## src/phpr_pkg.sv

```systemverilog
// Register map, field positions and timing of the port.
package phpr_pkg;
    // Register byte addresses; index 3 is the direct word.
    localparam int unsigned WORD_DIRECT_IDX = 3;
    localparam logic [7:0] ADDR_CTRL   = 8'h00;
    localparam logic [7:0] ADDR_XFER   = 8'h04;
    localparam logic [7:0] ADDR_STATUS = 8'h08;
    localparam logic [7:0] ADDR_WORD   = 8'(WORD_DIRECT_IDX * 4);
    localparam logic [7:0] ADDR_IRQ    = 8'h10;
    localparam logic [7:0] ADDR_MASK   = 8'h14;
    localparam logic [7:0] ADDR_RXDATA = 8'h18;
    // Control register fields.
    localparam int unsigned CTRL_SWRST   = 0;
    localparam int unsigned CTRL_IE      = 1;
    localparam int unsigned CTRL_WORD    = 2;
    localparam int unsigned CTRL_LOWTRUE = 3;
    localparam int unsigned CTRL_AUXA    = 4;
    localparam int unsigned CTRL_AUXB    = 5;
    // Transfer register: bit 16 selects input.
    localparam int unsigned XFER_INPUT   = 16;
    // Interrupt status bits.
    localparam int unsigned IRQ_DONE     = 0;
    localparam int unsigned IRQ_RXDONE   = 1;
    localparam int unsigned IRQ_W        = 2;
    // Timing.
    localparam int unsigned CLK_HZ       = 10_000_000;
    localparam int unsigned PRESET_US    = 15;
    localparam int unsigned PRESET_CYC   =
        (PRESET_US * (CLK_HZ / 1_000_000) > 0) ?
        PRESET_US * (CLK_HZ / 1_000_000) : 1;
    localparam logic [1:0] AXI_OKAY      = 2'b00;
    localparam logic [1:0] AXI_SLVERR    = 2'b10;
    // Handshake states.
    typedef enum logic [1:0] {
        PHPR_IDLE  = 2'b00,
        PHPR_SETUP = 2'b01,
        PHPR_WAIT  = 2'b10
    } phpr_state_t;
endpackage

```

## src/phpr_port.sv

```systemverilog
// Parallel handshake port: reset, lanes, handshake and AXI4-Lite registers.
`timescale 1ns/1ps
// Function
// Reset pulses peripheral reset low 15 us.
// Reset clears the request strobe.
// Optional jumper clears data outputs.
// Reset clears interrupt enable.
// Reset keeps aux outputs and direction.
// Power-on, host reset, software reset.
// One byte per handshake, MSB first.
// Byte output uses low lanes, upper zero.
// Byte input captures low lanes only.
// Word format and register 3 use sixteen lanes.
// Selectable high-true or low-true data lines.
// Register 3 write sets data, direction only.
// Direction low for output, high for input.
// Strobe clears on acknowledge ready-to-busy.
// Register 3 read sets direction high, no handshake.
module phpr_port
    import phpr_pkg::*;
#(
    parameter bit DOUT_CLEAR_FITTED = 1'b1
) (
    input  wire logic        aclk,                    // Host clock.
    input  wire logic        aresetn,                 // Host reset, low.
    input  wire logic [7:0]  s_axi_awaddr,            // Write address.
    input  wire logic        s_axi_awvalid,           // Write addr valid.
    output logic             s_axi_awready,           // Write addr ready.
    input  wire logic [31:0] s_axi_wdata,             // Write data.
    input  wire logic [3:0]  s_axi_wstrb,             // Byte strobes.
    input  wire logic        s_axi_wvalid,            // Write data valid.
    output logic             s_axi_wready,            // Write data ready.
    output logic [1:0]       s_axi_bresp,             // Write response.
    output logic             s_axi_bvalid,            // Response valid.
    input  wire logic        s_axi_bready,            // Response ready.
    input  wire logic [7:0]  s_axi_araddr,            // Read address.
    input  wire logic        s_axi_arvalid,           // Read addr valid.
    output logic             s_axi_arready,           // Read addr ready.
    output logic [31:0]      s_axi_rdata,             // Read data.
    output logic [1:0]       s_axi_rresp,             // Read response.
    output logic             s_axi_rvalid,            // Read data valid.
    input  wire logic        s_axi_rready,            // Read ready.
    output logic [15:0]      data_out,                // Data out lanes.
    input  wire logic [15:0] data_in,                 // Data in lanes.
    output logic             transfer_request_strobe, // Request strobe.
    input  wire logic        peripheral_ack_flag,     // High means busy.
    output logic             io_direction,            // High for input.
    output logic             aux_control_out_a,       // Aux output a.
    output logic             aux_control_out_b,       // Aux output b.
    output logic             peripheral_reset_n,      // Peripheral reset.
    output logic             irq                      // Interrupt level.
);
    // Two-stage synchronisers for pins from the peripheral.
    logic        flag_s1_reg, flag_s2_reg, flag_s3_reg;
    logic [15:0] din_s1_reg, din_s2_reg;
    always_ff @(posedge aclk) begin
        flag_s1_reg <= peripheral_ack_flag;
        flag_s2_reg <= flag_s1_reg;
        flag_s3_reg <= flag_s2_reg;
        din_s1_reg  <= data_in;
        din_s2_reg  <= din_s1_reg;
    end
    wire logic ack_rise = flag_s2_reg & ~flag_s3_reg;

    // Register and port state.
    logic        ie_reg, ie_next, word_reg, word_next, lowt_reg, lowt_next;
    logic        auxa_reg, auxa_next, auxb_reg, auxb_next;
    logic        dir_reg, dir_next, strobe_reg, strobe_next;
    logic [15:0] dout_reg, dout_next, rx_reg, rx_next, pin_reg, pin_next;
    logic [15:0] txw_reg, txw_next;
    logic        hi_pend_reg, hi_pend_next, inmode_reg, inmode_next;
    logic        swrst_reg, swrst_next;
    logic [$clog2(PRESET_CYC+1)-1:0] rst_cnt_reg, rst_cnt_next;
    logic        prst_n_reg, prst_n_next;
    logic [IRQ_W-1:0] sts_reg, sts_next, mask_reg, mask_next;
    logic        irq_reg, irq_next;
    phpr_state_t st_reg, st_next;
    logic        awr_reg, awr_next, wr_reg, wr_next, bv_reg, bv_next;
    logic [7:0]  awa_reg, awa_next;
    logic [31:0] wd_reg, wd_next;
    logic [3:0]  ws_reg, ws_next;
    logic        arr_reg, arr_next, rv_reg, rv_next;
    logic [31:0] rd_reg, rd_next;
    logic [1:0]  br_reg, br_next, rr_reg, rr_next;

    // Polarity is applied at the pins so internal values stay logical.
    function automatic logic [15:0] pol(input logic [15:0] v,
                                        input logic lt);
        pol = lt ? ~v : v;
    endfunction

    wire logic [15:0] din_log = pol(din_s2_reg, lowt_reg);
    wire logic have_aw = awr_reg | s_axi_awvalid;
    wire logic have_w  = wr_reg | s_axi_wvalid;

    // Next-state logic for bus, registers and handshake.
    always_comb begin
        logic [7:0]  wa;
        logic [31:0] wd;
        logic [3:0]  ws;
        logic        do_wr, do_rd, start;
        wa = awr_reg ? awa_reg : s_axi_awaddr;
        wd = wr_reg ? wd_reg : s_axi_wdata;
        ws = wr_reg ? ws_reg : s_axi_wstrb;
        do_wr = have_aw && have_w && !bv_reg;
        do_rd = s_axi_arvalid && arr_reg && !rv_reg;
        start = 1'b0;
        awr_next = awr_reg; awa_next = awa_reg;
        wr_next = wr_reg; wd_next = wd_reg; ws_next = ws_reg;
        bv_next = bv_reg; br_next = br_reg;
        arr_next = !rv_reg; rv_next = rv_reg; rd_next = rd_reg;
        rr_next = rr_reg;
        ie_next = ie_reg; word_next = word_reg; lowt_next = lowt_reg;
        auxa_next = auxa_reg; auxb_next = auxb_reg; dir_next = dir_reg;
        strobe_next = strobe_reg; dout_next = dout_reg; rx_next = rx_reg;
        txw_next = txw_reg; hi_pend_next = hi_pend_reg;
        inmode_next = inmode_reg; swrst_next = 1'b0;
        st_next = st_reg; sts_next = sts_reg; mask_next = mask_reg;
        rst_cnt_next = rst_cnt_reg;
        prst_n_next = (rst_cnt_reg == '0);
        if (rst_cnt_reg != '0) begin
            rst_cnt_next = rst_cnt_reg - 1'b1;
        end
        // Address and data are latched separately; either may come first.
        if (s_axi_awvalid && !awr_reg && !do_wr) begin
            awr_next = 1'b1;
            awa_next = s_axi_awaddr;
        end
        if (s_axi_wvalid && !wr_reg && !do_wr) begin
            wr_next = 1'b1;
            wd_next = s_axi_wdata;
            ws_next = s_axi_wstrb;
        end
        if (bv_reg && s_axi_bready) begin
            bv_next = 1'b0;
        end
        if (rv_reg && s_axi_rready) begin
            rv_next = 1'b0;
        end
        // Handshake: strobe rises two cycles after a transfer write sets up data, one cycle after the low byte.
        unique case (st_reg)
            PHPR_IDLE: begin
                if (hi_pend_reg) begin
                    st_next = PHPR_SETUP;
                end
            end
            PHPR_SETUP: begin
                strobe_next = 1'b1;
                st_next = PHPR_WAIT;
            end
            PHPR_WAIT: begin
                if (ack_rise) begin
                    strobe_next = 1'b0;
                    if (inmode_reg) begin
                        rx_next = word_reg ? din_log
                                : {8'h00, din_log[7:0]};
                        sts_next[IRQ_RXDONE] = 1'b1;
                    end
                    if (hi_pend_reg && !word_reg && !inmode_reg) begin
                        dout_next = {8'h00, txw_reg[7:0]};
                        hi_pend_next = 1'b0;
                        st_next = PHPR_SETUP;
                    end else begin
                        hi_pend_next = 1'b0;
                        sts_next[IRQ_DONE] = 1'b1;
                        st_next = PHPR_IDLE;
                    end
                end
            end
            default: st_next = PHPR_IDLE;
        endcase
        if (do_wr) begin
            awr_next = 1'b0;
            wr_next = 1'b0;
            bv_next = 1'b1;
            br_next = AXI_OKAY;
            unique case (wa)
                ADDR_CTRL: if (ws[0]) begin
                    swrst_next = wd[CTRL_SWRST];
                    ie_next = wd[CTRL_IE];
                    word_next = wd[CTRL_WORD];
                    lowt_next = wd[CTRL_LOWTRUE];
                    auxa_next = wd[CTRL_AUXA];
                    auxb_next = wd[CTRL_AUXB];
                end
                ADDR_XFER: start = (st_reg == PHPR_IDLE) && !hi_pend_reg;
                ADDR_WORD: begin
                    dout_next = wd[15:0];
                    dir_next = 1'b0;
                end
                ADDR_MASK: mask_next = wd[IRQ_W-1:0];
                ADDR_STATUS, ADDR_IRQ, ADDR_RXDATA: ;
                default: br_next = AXI_SLVERR;
            endcase
            if (start) begin
                inmode_next = wd[XFER_INPUT];
                dir_next = wd[XFER_INPUT];
                txw_next = wd[15:0];
                hi_pend_next = 1'b1;
                if (!wd[XFER_INPUT]) begin
                    dout_next = word_reg ? wd[15:0]
                              : {8'h00, wd[15:8]};
                end
            end
        end
        if (do_rd) begin
            arr_next = 1'b0;
            rv_next = 1'b1;
            rr_next = AXI_OKAY;
            rd_next = '0;
            unique case (s_axi_araddr)
                ADDR_CTRL: rd_next = {26'h0, auxb_reg, auxa_reg,
                                      lowt_reg, word_reg, ie_reg, 1'b0};
                ADDR_XFER: rd_next = {15'h0, inmode_reg, txw_reg};
                ADDR_STATUS: rd_next = {27'h0, prst_n_reg, dir_reg,
                    flag_s2_reg, strobe_reg, st_reg != PHPR_IDLE};
                ADDR_WORD: begin
                    rd_next = {16'h0, din_log};
                    dir_next = 1'b1;
                end
                ADDR_IRQ: begin
                    rd_next = {30'h0, sts_reg};
                    sts_next = '0;
                end
                ADDR_MASK: rd_next = {30'h0, mask_reg};
                ADDR_RXDATA: rd_next = {16'h0, rx_reg};
                default: rr_next = AXI_SLVERR;
            endcase
            // A fresh event in the clearing cycle still sets its bit.
            if (st_reg == PHPR_WAIT && ack_rise && !(hi_pend_reg &&
                !word_reg && !inmode_reg)) begin
                sts_next[IRQ_DONE] = 1'b1;
                sts_next[IRQ_RXDONE] = inmode_reg;
            end
        end
        // Software reset repeats the bus reset for peripheral reset, handshake, interrupt enable and lanes only.
        if (swrst_reg) begin
            rst_cnt_next = ($bits(rst_cnt_reg))'(PRESET_CYC);
            prst_n_next = 1'b0;
            strobe_next = 1'b0;
            st_next = PHPR_IDLE;
            hi_pend_next = 1'b0;
            ie_next = 1'b0;
            if (DOUT_CLEAR_FITTED) begin
                dout_next = '0;
            end
        end
        irq_next = ie_next && |(sts_next & mask_next);
        pin_next = pol(dout_next, lowt_next);
    end

    // Register stage; aux and direction keep values on reset.
    always_ff @(posedge aclk) begin
        auxa_reg <= auxa_next;
        auxb_reg <= auxb_next;
        dir_reg  <= dir_next;
        txw_reg  <= txw_next;
        rx_reg   <= rx_next;
        pin_reg  <= (!aresetn && DOUT_CLEAR_FITTED) ? '0 : pin_next;
        if (!aresetn) begin
            rst_cnt_reg <= ($bits(rst_cnt_reg))'(PRESET_CYC);
            prst_n_reg  <= 1'b0;
            strobe_reg  <= 1'b0;
            st_reg      <= PHPR_IDLE;
            ie_reg      <= 1'b0;
            // Without the jumper the lanes keep their previous data; reset returns them to high-true polarity.
            dout_reg    <= DOUT_CLEAR_FITTED ? 16'h0000 : dout_next;
            hi_pend_reg <= 1'b0;
            inmode_reg  <= 1'b0;
            word_reg    <= 1'b0;
            lowt_reg    <= 1'b0;
            swrst_reg   <= 1'b0;
            sts_reg     <= '0;
            mask_reg    <= '0;
            irq_reg     <= 1'b0;
            awr_reg <= 1'b0; wr_reg <= 1'b0;
            bv_reg <= 1'b0;
            arr_reg <= 1'b0; rv_reg <= 1'b0;
        end else begin
            rst_cnt_reg <= rst_cnt_next;
            prst_n_reg  <= prst_n_next;
            strobe_reg  <= strobe_next;
            st_reg      <= st_next;
            ie_reg      <= ie_next;
            dout_reg    <= dout_next;
            hi_pend_reg <= hi_pend_next;
            inmode_reg  <= inmode_next;
            word_reg    <= word_next;
            lowt_reg    <= lowt_next;
            swrst_reg   <= swrst_next;
            sts_reg     <= sts_next;
            mask_reg    <= mask_next;
            irq_reg     <= irq_next;
            awr_reg <= awr_next; awa_reg <= awa_next; wr_reg <= wr_next;
            wd_reg <= wd_next; ws_reg <= ws_next; bv_reg <= bv_next;
            br_reg <= br_next; arr_reg <= arr_next; rv_reg <= rv_next;
            rd_reg <= rd_next; rr_reg <= rr_next;
        end
    end

    // Pin and bus outputs, all straight from flip-flops.
    assign data_out                = pin_reg;
    assign transfer_request_strobe = strobe_reg;
    assign io_direction            = dir_reg;
    assign aux_control_out_a       = auxa_reg;
    assign aux_control_out_b       = auxb_reg;
    assign peripheral_reset_n      = prst_n_reg;
    assign irq                     = irq_reg;
    assign s_axi_awready           = ~awr_reg;
    assign s_axi_wready            = ~wr_reg;
    assign s_axi_bvalid            = bv_reg;
    assign s_axi_bresp             = br_reg;
    assign s_axi_arready           = arr_reg;
    assign s_axi_rvalid            = rv_reg;
    assign s_axi_rdata             = rd_reg;
    assign s_axi_rresp             = rr_reg;
endmodule

```

## config.mk

```make
export PLATFORM = sky130hd
export DESIGN_NAME = phpr_port
export DESIGN_NICKNAME = d
export VERILOG_FILES = /design/src/phpr_pkg.sv /design/src/phpr_port.sv
export SDC_FILE = /design/constraint.sdc
export NUM_CORES = 1
export LEC_CHECK = 0
export ABC_AREA = 1
export BUFFER_PORTS_ARGS = -buffer_cell sky130_fd_sc_hd__buf_4
export CORE_MARGIN = 3
export CORE_UTILIZATION = 55
export CTS_CLUSTER_DIAMETER = 200
export CTS_CLUSTER_SIZE = 28
export DETAILED_ROUTE_END_ITERATION = 8
export PLACE_DENSITY = 0.76
export SLEW_MARGIN = 5
export SYNTH_ARGS = -nofsm -noshare
export SYNTH_HDL_FRONTEND = slang
export SYNTH_SLANG_ARGS = --single-unit
```

## constraint.sdc

```tcl
create_clock -name aclk -period 3 [get_ports aclk]
set_input_delay 0.45 -clock aclk [delete_from_list [all_inputs] [get_ports aclk]]
set_output_delay 0.45 -clock aclk [all_outputs]
set_load 0.005 [all_outputs]
```

==> qor.csv, run 1 <==
metric;value;unit
post-route-worst-setup-slack;0.613;ns
numPortBuffers;103;
type_of_element_capturing_the_critical_path;flip-flop;
die_h;121;µm
floorplan.io_pins;139;
post_synth_instance_area;0.00726;mm²
die_area;0.0146;mm²
seq_area_frac_synth;59.2;%
fmaxAchievable;0.419;GHz
ctsRootBufferMaster;clkbuf_16;
flow.area_growth_from_synthesis;19.5;%
tightest_slew;0.927;ns
grt_max_degree;33;
layout.nets;967;
setup.worst_path.end;data_out[13];
post_cts.resized_instances;0;
post-route-min-period;2.39;ns
cts_tree;built;
final_hold_violation_count;0;
synth_seq_cells;175;
first_global_vias;5385;
vias_per_cell;5.20;
ys_types;44;
numCtsBuffers;17;
clk_latency;0.43;ns
cp_data_required_time;3.37;ns
ir_drop;0.000376;V
preCtsSetupSlack;0.645;ns
die_w;121;µm
layout.filler_cells;1024;
worst_ep_arrival_time;2.75;ns
clk_pin_slew_worst_paths;0.07;ns
routed_wirelength;17000;µm
crit_path_start;awr_reg;
drt_drc_violations_left;0;
power-per-cell-area;574;mW/mm²
gp_congestion;0.891;
dr.pass1.iters;5;
max-cap-violations;0;
row_count;41;
post_drt_wl_per_cell;15.9;µm
regToRegSetupSlack;0.61;ns
routed-via-count;5585;
critical_path.reg2reg.startpoint;awr_reg;
final_setup_violation_count;0;
antenna_cells_inserted;0;
finalCritPeriodShare;79.6;%
rsz_0062_raised_after_global_routing;no;
status;finished clean;
post_cts_buffers;0;
worstRegToRegCells;8;
power.static_leakage;0.00375;µW
clock-sinks;175;
r2r-end;data_out[13];
critPathMaxFanout;16;
worst_setup_path_start_kind;flip-flop;
cts-htree-levels;4;
hold_class;input port to flip-flop;
antenna_found_initial;0;
syn_area_per_cell;9.29;µm²
grt_remaining_overflow;0;
yosysWarningCount;0;
postRouteAntennaNets;0;
slew_headroom;38.1;%
violation_count_after_the_first_detailed_route_iteration;508;
post_synth_inst_count;781;
report.final.slew_viol_count;0;
groute.usage.overall;23.7;%
initial_utilization;56.8;%
grt_pass1_wl;26700;µm
final_core_utilization;67.9;%
worst_clock_skew;0.00991;ns
place.detailed.hpwl;12400;µm
postCtsHoldBufs;0;
setup_tns_after_final_layout;0;ns
cts-root-to-sink-buffers;2;
drive_above_1_share;18.7;%
design.core.area;0.0128;mm²
timing.setup.critical_path_class;flip-flop to flip-flop;
==> where the power goes <==
part / internal, µW / total, µW / switching [µW]
clock: 1090 / 2040 / 950
sequential: 2560 / 2590 / 31.5
combinational: 135 / 347 / 212
total: 3780 / 4980 / 1190
==> critical path, cell delays in order, from the launching register on <==
cell and delay, ns:
dfxtp_1 0.58, nor2_1 0.16, nor3_4 0.52, nand3_2 0.22, nand2_2 0.14, nand2_1 0.09
nor2_4 0.34, nand3_1 0.15, nand2_1 0.11
==> layout make-up <==
class	count	area [µm²]	share of cell area (%)
Timing Repair Buffer	115	863	9.96
Clock buffer	18	439	5.06
Clock inverter	14	104	1.20
Tap cell	172	215	2.48
Multi-Input combinational cell	497	2440	28.2
Sequential cell	175	4290	49.5
Inverter	83	312	3.59
==> through the flow <==
stage          instance area [µm²]  hold WS [ns]  cells  total power (µW)
6_report                      8670         0.121   1074              4980
4_1_cts                       8670         0.108   1074              5010
5_1_grt                       8670         0.103   1074              5140
2_1_floorplan                 7320         0.310    797              2840
3_3_place_gp                  8130         0.310   1042              2970
3_5_place_dp                  8130         0.312   1042              2990
==> cells by family after synthesis <==
kind of cell	Yosys count	share of synthesized area, %
AND/OR/NAND/NOR	382	23.1
AO/OA/AOI/OAI	75	6.78
adder cells (fa/ha/maj)	2	0.345
XOR/XNOR	21	2.53
other	1	0.0517
flip-flops	175	59.2
buffers and inverters	125	8.03
==> routing by layer <==
| metal | wire [µm] | vias up | global-route usage, % |
|---|---|---|---|
| met3 | 1040 | 20 | 5.50 |
| met1 | 7310 | 2645 | 30.0 |
| met2 | 8390 | 183 | 39.9 |
| li1 | - | 2737 | - |
| met5 | 0 | - | 0 |
| met4 | 305 | 0 | 8.00 |
==> worst min path at each step <==
stage	startpoint	end	slack [ns]	depth (start not counted)
detailed placement	din_s1_reg[7]	din_s2_reg[7]	0.31	0
global placement	din_s1_reg[9]	din_s2_reg[9]	0.31	0
global route	data_in[11]	din_s1_reg[11]	0.10	1
CTS	data_in[7]	din_s1_reg[7]	0.11	1
floorplan	din_s1_reg[0]	din_s2_reg[0]	0.31	0
finish	data_in[11]	din_s1_reg[11]	0.12	1
==> cells in the mapped netlist <==
cell       instances  area [µm²]
nand2_1          204         766
dfxtp_1           96        1920
inv_1             81         304
edfxtp_1          79        2370
nor2_1            68         255
nand3_1           58         290
o21ai_0           26         130
buf_4             19         143
nand4_1           18         113
o211ai_1          14         105
xor2_1            12         105
buf_2             10        50.1
a21oi_1            9        45.0
xnor2_1            9        78.8
and2_1             8        50.1
o21a_1             8        60.1
clkbuf_1           7        26.3
nor3_1             5        25.0
a221oi_1           4        35.0
buf_6              4        45.0
nand2_2            4        25.0
nand3_2            4        40.0
nor2_2             3        18.8
nor2_4             3        33.8
o21ai_2            3        26.3
o22ai_1            3        18.8
buf_1              2        7.51
ha_1               2        25.0
o311ai_0           2        17.5
or2_1              2        12.5
a2111oi_0          1        8.76
a21boi_0           1        7.51
a21oi_4            1        16.3
a22oi_1            1        7.51
clkinv_1           1        3.75
conb_1             1        3.75
inv_2              1        3.75
nand2_4            1        11.3
nor3_4             1        16.3
nor4_1             1        6.26
o2111ai_1          1        8.76
o21ai_1            1        5.00
or2_2              1        6.26
or3_1              1        6.26
==> cell usage in the layout, fill, tap and decap left out, types with 5 or more instances in the layout <==
cell type and instances:
a21oi_1 9, and2_1 8, buf_4 115, clkbuf_16 17, conb_1 17, dfxtp_1 96, edfxtp_1 79, inv_1 81
inv_6 5, nand2_1 204, nand3_1 58, nand4_1 18, nor2_1 68, o211ai_1 14, o21a_1 8, o21ai_0 26
xnor2_1 9, xor2_1 12
(Power assumes the default switching activity.)
==> run 2: changes to the inputs <==
--- a/config.mk
+++ b/config.mk
@@ -5,14 +5,14 @@
 export SDC_FILE = /design/constraint.sdc
 export NUM_CORES = 1
 export LEC_CHECK = 0
-export ABC_AREA = 1
+export ABC_AREA = 0
 export BUFFER_PORTS_ARGS = -buffer_cell sky130_fd_sc_hd__buf_4
 export CORE_MARGIN = 3
 export CORE_UTILIZATION = 55
 export CTS_CLUSTER_DIAMETER = 200
 export CTS_CLUSTER_SIZE = 28
 export DETAILED_ROUTE_END_ITERATION = 8
-export PLACE_DENSITY = 0.76
+export PLACE_DENSITY = 0.77
 export SLEW_MARGIN = 5
 export SYNTH_ARGS = -nofsm -noshare
 export SYNTH_HDL_FRONTEND = slang
==> constraint.sdc (replaced) <==
create_clock -name aclk -period 2.5 [get_ports aclk]
set_input_delay 0.375 -clock aclk [delete_from_list [all_inputs] [get_ports aclk]]
set_output_delay 0.375 -clock aclk [all_outputs]
set_load 0.005 [all_outputs]
==> run 2 against run 1 <==
Effect of this change:
- worst hold slack worse by 0.068 ns
- flip-flop and latch count stayed put
- cell area grew 0.79%
- utilization is 3.1 points higher
- synthesized area is 2.3% lower
- total power grew 22%
- clock power up 25%
- combinational power rose by 13%
- fmax rose by 0.19%
- clock-buffer cell count grew 6
- sequential power up 20%
- first-iteration DRC count is 4.1% lower
- critical endpoint is now data_out[9]
- largest power group unchanged
- highest routed layer unchanged
==> qor.csv, run 2 <==
metric;value;unit
status;finished clean;
cp_num_buf_inv;0;
timing.setup.critical_path_class;flip-flop to flip-flop;
synth_fa_ha_area_share;0.353;%
crit_chain;nor4b_4 > o22ai_2 > or4_4 > and2_4 > o41ai_1 > mux2i_1;
dr.pass1.iters;5;
yosys.area_share.simple;14.2;%
worstRegToRegCells;6;
worst_hold_path.endpoint;din_s1_reg[2];
initial_utilization;57.6;%
groute.usage.overall;23.3;%
fin_cells;913;
report.final.slew_viol_count;0;
antenna_cells_inserted;0;
yosys-mux-area-fraction;8.15;%
finalPower;6060;µW
power.static_leakage;0.00345;µW
yosysMostFrequentCell;dfxtp_1;
post_synth_instance_area;0.00709;mm²
violation_count_after_the_first_detailed_route_iteration;487;
antenna_found_initial;0;
post_synth_inst_count;613;
die_area;0.0143;mm²
cp_data_required_time;2.85;ns
drive_above_1_share;27.1;%
seq_area_frac_synth;60.5;%
power-per-cell-area;693;mW/mm²
post_cts_buffers;0;
synth_largest_area_cell;edfxtp_1;
hold_start;data_in[2];
fmaxAchievable;0.420;GHz
layout.nets;810;
synth_top_cells_by_area;edfxtp_1, dfxtp_1, mux2i_1;
grt_remaining_overflow;0;
ctsRootBufferMaster;clkbuf_16;
multi_input_area;0.00256;mm²
place.detailed.hpwl;11400;µm
cts-htree-levels;4;
numCtsBuffers;17;
die_h;120;µm
synth_edf_count;79;
most_common_cell_after_layout_fill_and_taps_aside;buf_4;
hold_class;input port to flip-flop;
critical-path-slowest-cell;or4_4;
vias_per_cell;5.66;
row_count;40;
critical_path.reg2reg.startpoint;awa_reg[5];
r2r-end;data_out[9];
flow.area_growth_from_synthesis;23.2;%
worst_ep_arrival_time;2.73;ns
worst_setup_path_start_kind;flip-flop;
post_drt_wl_per_cell;17.9;µm
finalCritPeriodShare;95.3;%
final_setup_violation_count;0;
grt_max_degree;29;
rsz_0062_raised_after_global_routing;no;
syn_area_per_cell;11.6;µm²
synth_seq_cells;175;
design.core.area;0.0123;mm²
clk_latency;0.42;ns
synthTopCellsByCount;dfxtp_1, edfxtp_1, a21oi_1;
post-route-min-period;2.38;ns
max-cap-violations;0;
cts-root-to-sink-buffers;2;
postRouteAntennaNets;0;
regToRegSetupSlack;0.12;ns
routed_wirelength;16400;µm
routed-via-count;5165;
ir_drop;0.000498;V
synthesized_area_fraction_occupied_by_ao_oa_aoi_and_oai_cells;9.17;%
synthDominantCellAreaShare;33.4;%
timing.hold.worst_path_depth;1;
final_hold_violation_count;0;
synth_xor_area_share;2.72;%
preCtsSetupSlack;-0.116;ns
die_w;120;µm
clock-sinks;175;
first_global_vias;5090;
slew_headroom;48.5;%
gp_congestion;0.885;
placedCellCount;881;
cts_tree;built;
tightest_slew;0.773;ns
clk_pin_slew_worst_paths;0.07;ns
type_of_element_capturing_the_critical_path;flip-flop;
critPathMaxFanout;5;
drt_drc_violations_left;0;
post-route-worst-setup-slack;0.117;ns
register_area;0.00430;mm²
postSynth.asyncResetShare;0;%
worst_path_dominant_cell_family;simple AND/OR/NAND/NOR gates;
worst_path_largest_cell_delay;0.57;ns
worst_clock_skew;0.0101;ns
grt_pass1_wl;26000;µm
yosysWarningCount;0;
floorplan.io_pins;139;
layout.filler_cells;890;
yosys_most_used_dff;dfxtp_1;
layout_common_cells;buf_4, dfxtp_1, edfxtp_1, a21oi_1, nand2_1;
postCtsHoldBufs;0;
ys_types;58;
numPortBuffers;103;
combinational_family_with_the_most_area_after_synthesis;simple AND/OR/NAND/NOR gates;
==> run 2: worst max-delay path by stage <==
stage	slack, ns	to	from	depth (start not counted)
2_1_floorplan	0.05	data_out[11]	awa_reg[5]	8
3_3_place_gp	-0.04	data_out[11]	awr_reg	6
3_5_place_dp	-0.12	data_out[11]	s_axi_awaddr[5]	7
4_1_cts	-0.0004	data_out[10]	awr_reg	7
5_1_grt	0.01	data_out[12]	awa_reg[5]	7
6_report	0.12	data_out[9]	awa_reg[5]	6
==> run 2: report_power, final <==
part	leakage [µW]	total [µW]	switching [µW]	internal, µW
clock	0.000285	2560	1040	1520
combinational	0.00163	392	209	183
sequential	0.00153	3110	40.1	3070
==> run 2: metrics by stage <==
step / util, % / setup TNS (ns) / cell area [µm²] / hold slack (ns)
floorplan: - / 0 / 7160 / 0.310
global placement: 65.9 / -0.0387 / 8120 / 0.312
detailed placement: 65.9 / -0.174 / 8120 / 0.312
CTS: 70.8 / -0.000440 / 8720 / 0.0348
global route: 71.0 / 0 / 8740 / 0.0272
finish: 71.0 / 0 / 8740 / 0.0532
==> run 2: area by class of cell <==
| cell class | count | area share, % |
|---|---|---|
| flip-flops and latches | 175 | 49.2 |
| multi-input cells | 386 | 29.3 |
| repair buffers | 135 | 11.7 |
| clock buffers | 24 | 5.77 |
| well taps | 168 | 2.40 |
| clock inverters | 8 | 0.887 |
| inverters | 17 | 0.730 |
==> run 2: metal layers <==
metal / share of wire [%] / track usage (%) / wire length (µm)
met1: 40 / 28.9 / 6610
met2: 49 / 38.5 / 8060
met3: 7.0 / 6.31 / 1140
met4: 3.4 / 9.95 / 556
met5: 0 / 0 / 0
==> run 2: cell families after synthesis <==
logic type	count (synthesis)
other	1
XOR/XNOR	22
flip-flops	175
multiplexers	55
buffers and inverters	68
AND/OR/NAND/NOR	185
adder cells (fa/ha/maj)	2
AO/OA/AOI/OAI	105
==> run 2: repair_timing <==
item | CTS | global route
setup endpoints to repair | 3 | 26
resized for setup | 3 | 7
hold endpoints to repair | 0 | 0
==> run 3: changes to the inputs <==
--- a/config.mk
+++ b/config.mk
@@ -8,11 +8,11 @@
 export ABC_AREA = 0
 export BUFFER_PORTS_ARGS = -buffer_cell sky130_fd_sc_hd__buf_4
 export CORE_MARGIN = 3
-export CORE_UTILIZATION = 55
+export CORE_UTILIZATION = 30
 export CTS_CLUSTER_DIAMETER = 200
 export CTS_CLUSTER_SIZE = 28
 export DETAILED_ROUTE_END_ITERATION = 8
-export PLACE_DENSITY = 0.77
+export PLACE_DENSITY = 0.46
 export SLEW_MARGIN = 5
 export SYNTH_ARGS = -nofsm -noshare
 export SYNTH_HDL_FRONTEND = slang
==> run 3 against run 2 <==
Effect of this change:
- worst hold slack got worse by 0.011 ns
- die area rose by 79%
- cell area up 3.5%
- register-to-register slack improved by 0.03 ns
- via count is 3.3% lower
- sequential share of layout area decreased by 1.7 points
- critical path type unchanged
- clock power increased by 5%
- utilization fell by 32 points
- final cell count is 17% higher
==> qor.csv, run 3 (synthesis gave the netlist of run 2 again) <==
metric;value;unit
preCtsSetupSlack;-0.0976;ns
type_of_element_capturing_the_critical_path;flip-flop;
cp_data_required_time;2.85;ns
antenna_cells_inserted;0;
hold_start;data_in[4];
gp_congestion;0.775;
final_cell_area_excluding_filler_cells;0.00905;mm²
initial_utilization;31.0;%
power.static_leakage;0.00352;µW
post_drt_wl_per_cell;16.8;µm
most_common_cell_after_layout_fill_and_taps_aside;buf_4;
final_setup_violation_count;0;
layout.nets;820;
numPortBuffers;103;
tightest_slew;0.514;ns
ctsRootBufferMaster;clkbuf_16;
cts-htree-levels;4;
numCtsBuffers;17;
postCtsHoldBufs;0;
crit_path_start;awr_reg;
power-per-cell-area;684;mW/mm²
timing.hold.worst_path_depth;1;
row_count;55;
grt_max_degree;21;
design_internal_power;4720;µW
drive_above_1_share;28.6;%
layout.filler_cells;2262;
design.core.area;0.0229;mm²
sw_frac_of_total;23.7;%
grt_pass1_wl;28600;µm
cts-root-to-sink-buffers;2;
worst_setup_path_start_kind;flip-flop;
place.detailed.hpwl;12800;µm
die_area;0.0255;mm²
clk_latency;0.44;ns
report.final.slew_viol_count;0;
timing.setup.critical_path_class;flip-flop to flip-flop;
power_frac_comb;6.5;%
routed-via-count;4992;
worst_path_largest_cell_delay;0.61;ns
pwr-share-seq;50.2;%
status;finished clean;
worst_ep_arrival_time;2.71;ns
clk_pin_slew_worst_paths;0.07;ns
first_global_vias;4970;
final_hold_violation_count;0;
drt_drc_violations_left;0;
cts_tree;built;
ir_drop;0.000383;V
switching_power;1470;µW
flow.area_growth_from_synthesis;27.6;%
critical_path.reg2reg.startpoint;awr_reg;
critical-path-slowest-cell;or4_4;
power_frac_clock;43.3;%
violation_count_after_the_first_detailed_route_iteration;335;
routed_wirelength;18000;µm
groute.usage.overall;14.2;%
antenna_found_initial;0;
postRouteAntennaNets;0;
die_h;160;µm
finalCritPeriodShare;94.3;%
worstRegToRegCells;7;
clock-sinks;175;
grt_remaining_overflow;0;
hold_class;input port to flip-flop;
die_w;160;µm
worst_clock_skew;0.0126;ns
finalPower;6190;µW
layout_common_cells;buf_4, dfxtp_1, edfxtp_1, a21oi_1, nand2_1;
post-route-worst-setup-slack;0.144;ns
post-route-min-period;2.36;ns
dr.pass1.iters;4;
crit_chain;buf_4 > nand2b_1 > o22a_1 > or4_4 > a2bb2oi_1 > a21oi_1 > mux2i_1;
vias_per_cell;4.67;
slew_headroom;64.8;%
rsz_0062_raised_after_global_routing;no;
detailed_place.area;0.00840;mm²
critPathMaxFanout;9;
floorplan.io_pins;139;
fmaxAchievable;0.424;GHz
max-cap-violations;0;
-- run 3: path summary, 6_finish.rpt --
| path | to | slack, ns |
|---|---|---|
| worst min-delay path | din_s1_reg[4] | 0.04 |
| worst max register to register | data_out[6] | 0.14 |
| worst max-delay path | data_out[6] | 0.14 |
| worst min register to register | din_s2_reg[7] | 0.33 |
-- run 3: metrics by stage --
step | cells | TNS (ns) | hold WS (ns) | util, %
after detailed placement | 1036 | -0.211 | 0.313 | 36.7
after floorplan | 629 | 0 | 0.310 | -
after global placement | 1036 | -0.200 | 0.315 | 36.7
after global routing | 1068 | 0 | 0.00482 | 39.5
final | 1068 | 0 | 0.0418 | 39.5
after CTS | 1068 | 0 | 0.0132 | 39.3
-- run 3: what timing repair did --
item | in CTS | in global routing
buffers inserted | 0 | 1
pin swaps | 0 | 2
gates resized for setup | 3 | 8
cloned | 0 | 0
endpoints found under the setup margin | 8 | 14
-- run 3: power groups by stage --
stage	Sequential (µW)	Clock, µW	Combinational [µW]
after floorplan	3160	0	225
after global placement	3170	0	393
after global routing	3110	2890	447
after detailed placement	3170	0	402
final	3110	2680	404
after CTS	3110	2760	404
-- run 3: metal layers --
| layer | GRT usage [%] | part of all wire (%) |
|---|---|---|
| met1 | 20.1 | 49 |
| met4 | 4.06 | 1.1 |
| met3 | 4.75 | 5.8 |
| met5 | 0 | 0 |
| met2 | 20.8 | 44 |
-- run 3: final cells by class --
cell class	count	area [µm²]	area share, %
clock buffer	18	450	4.98
clock inverter	14	141	1.56
inverter	17	63.8	0.705
multi-input combinational	386	2580	28.5
sequential	175	4300	47.5
tap	313	392	4.33
timing repair buffer	145	1130	12.4
-- run 3: worst max-delay path: cells and delay by family (launching register included) --
| family | cells | cell delay (ns) |
|---|---|---|
| AOI/OAI and AO/OA | 3 | 0.72 |
| DFF | 1 | 0.38 |
| and+or+nand+nor | 2 | 0.77 |
| buffers and inverters | 1 | 0.18 |
| muxes | 1 | 0.24 |
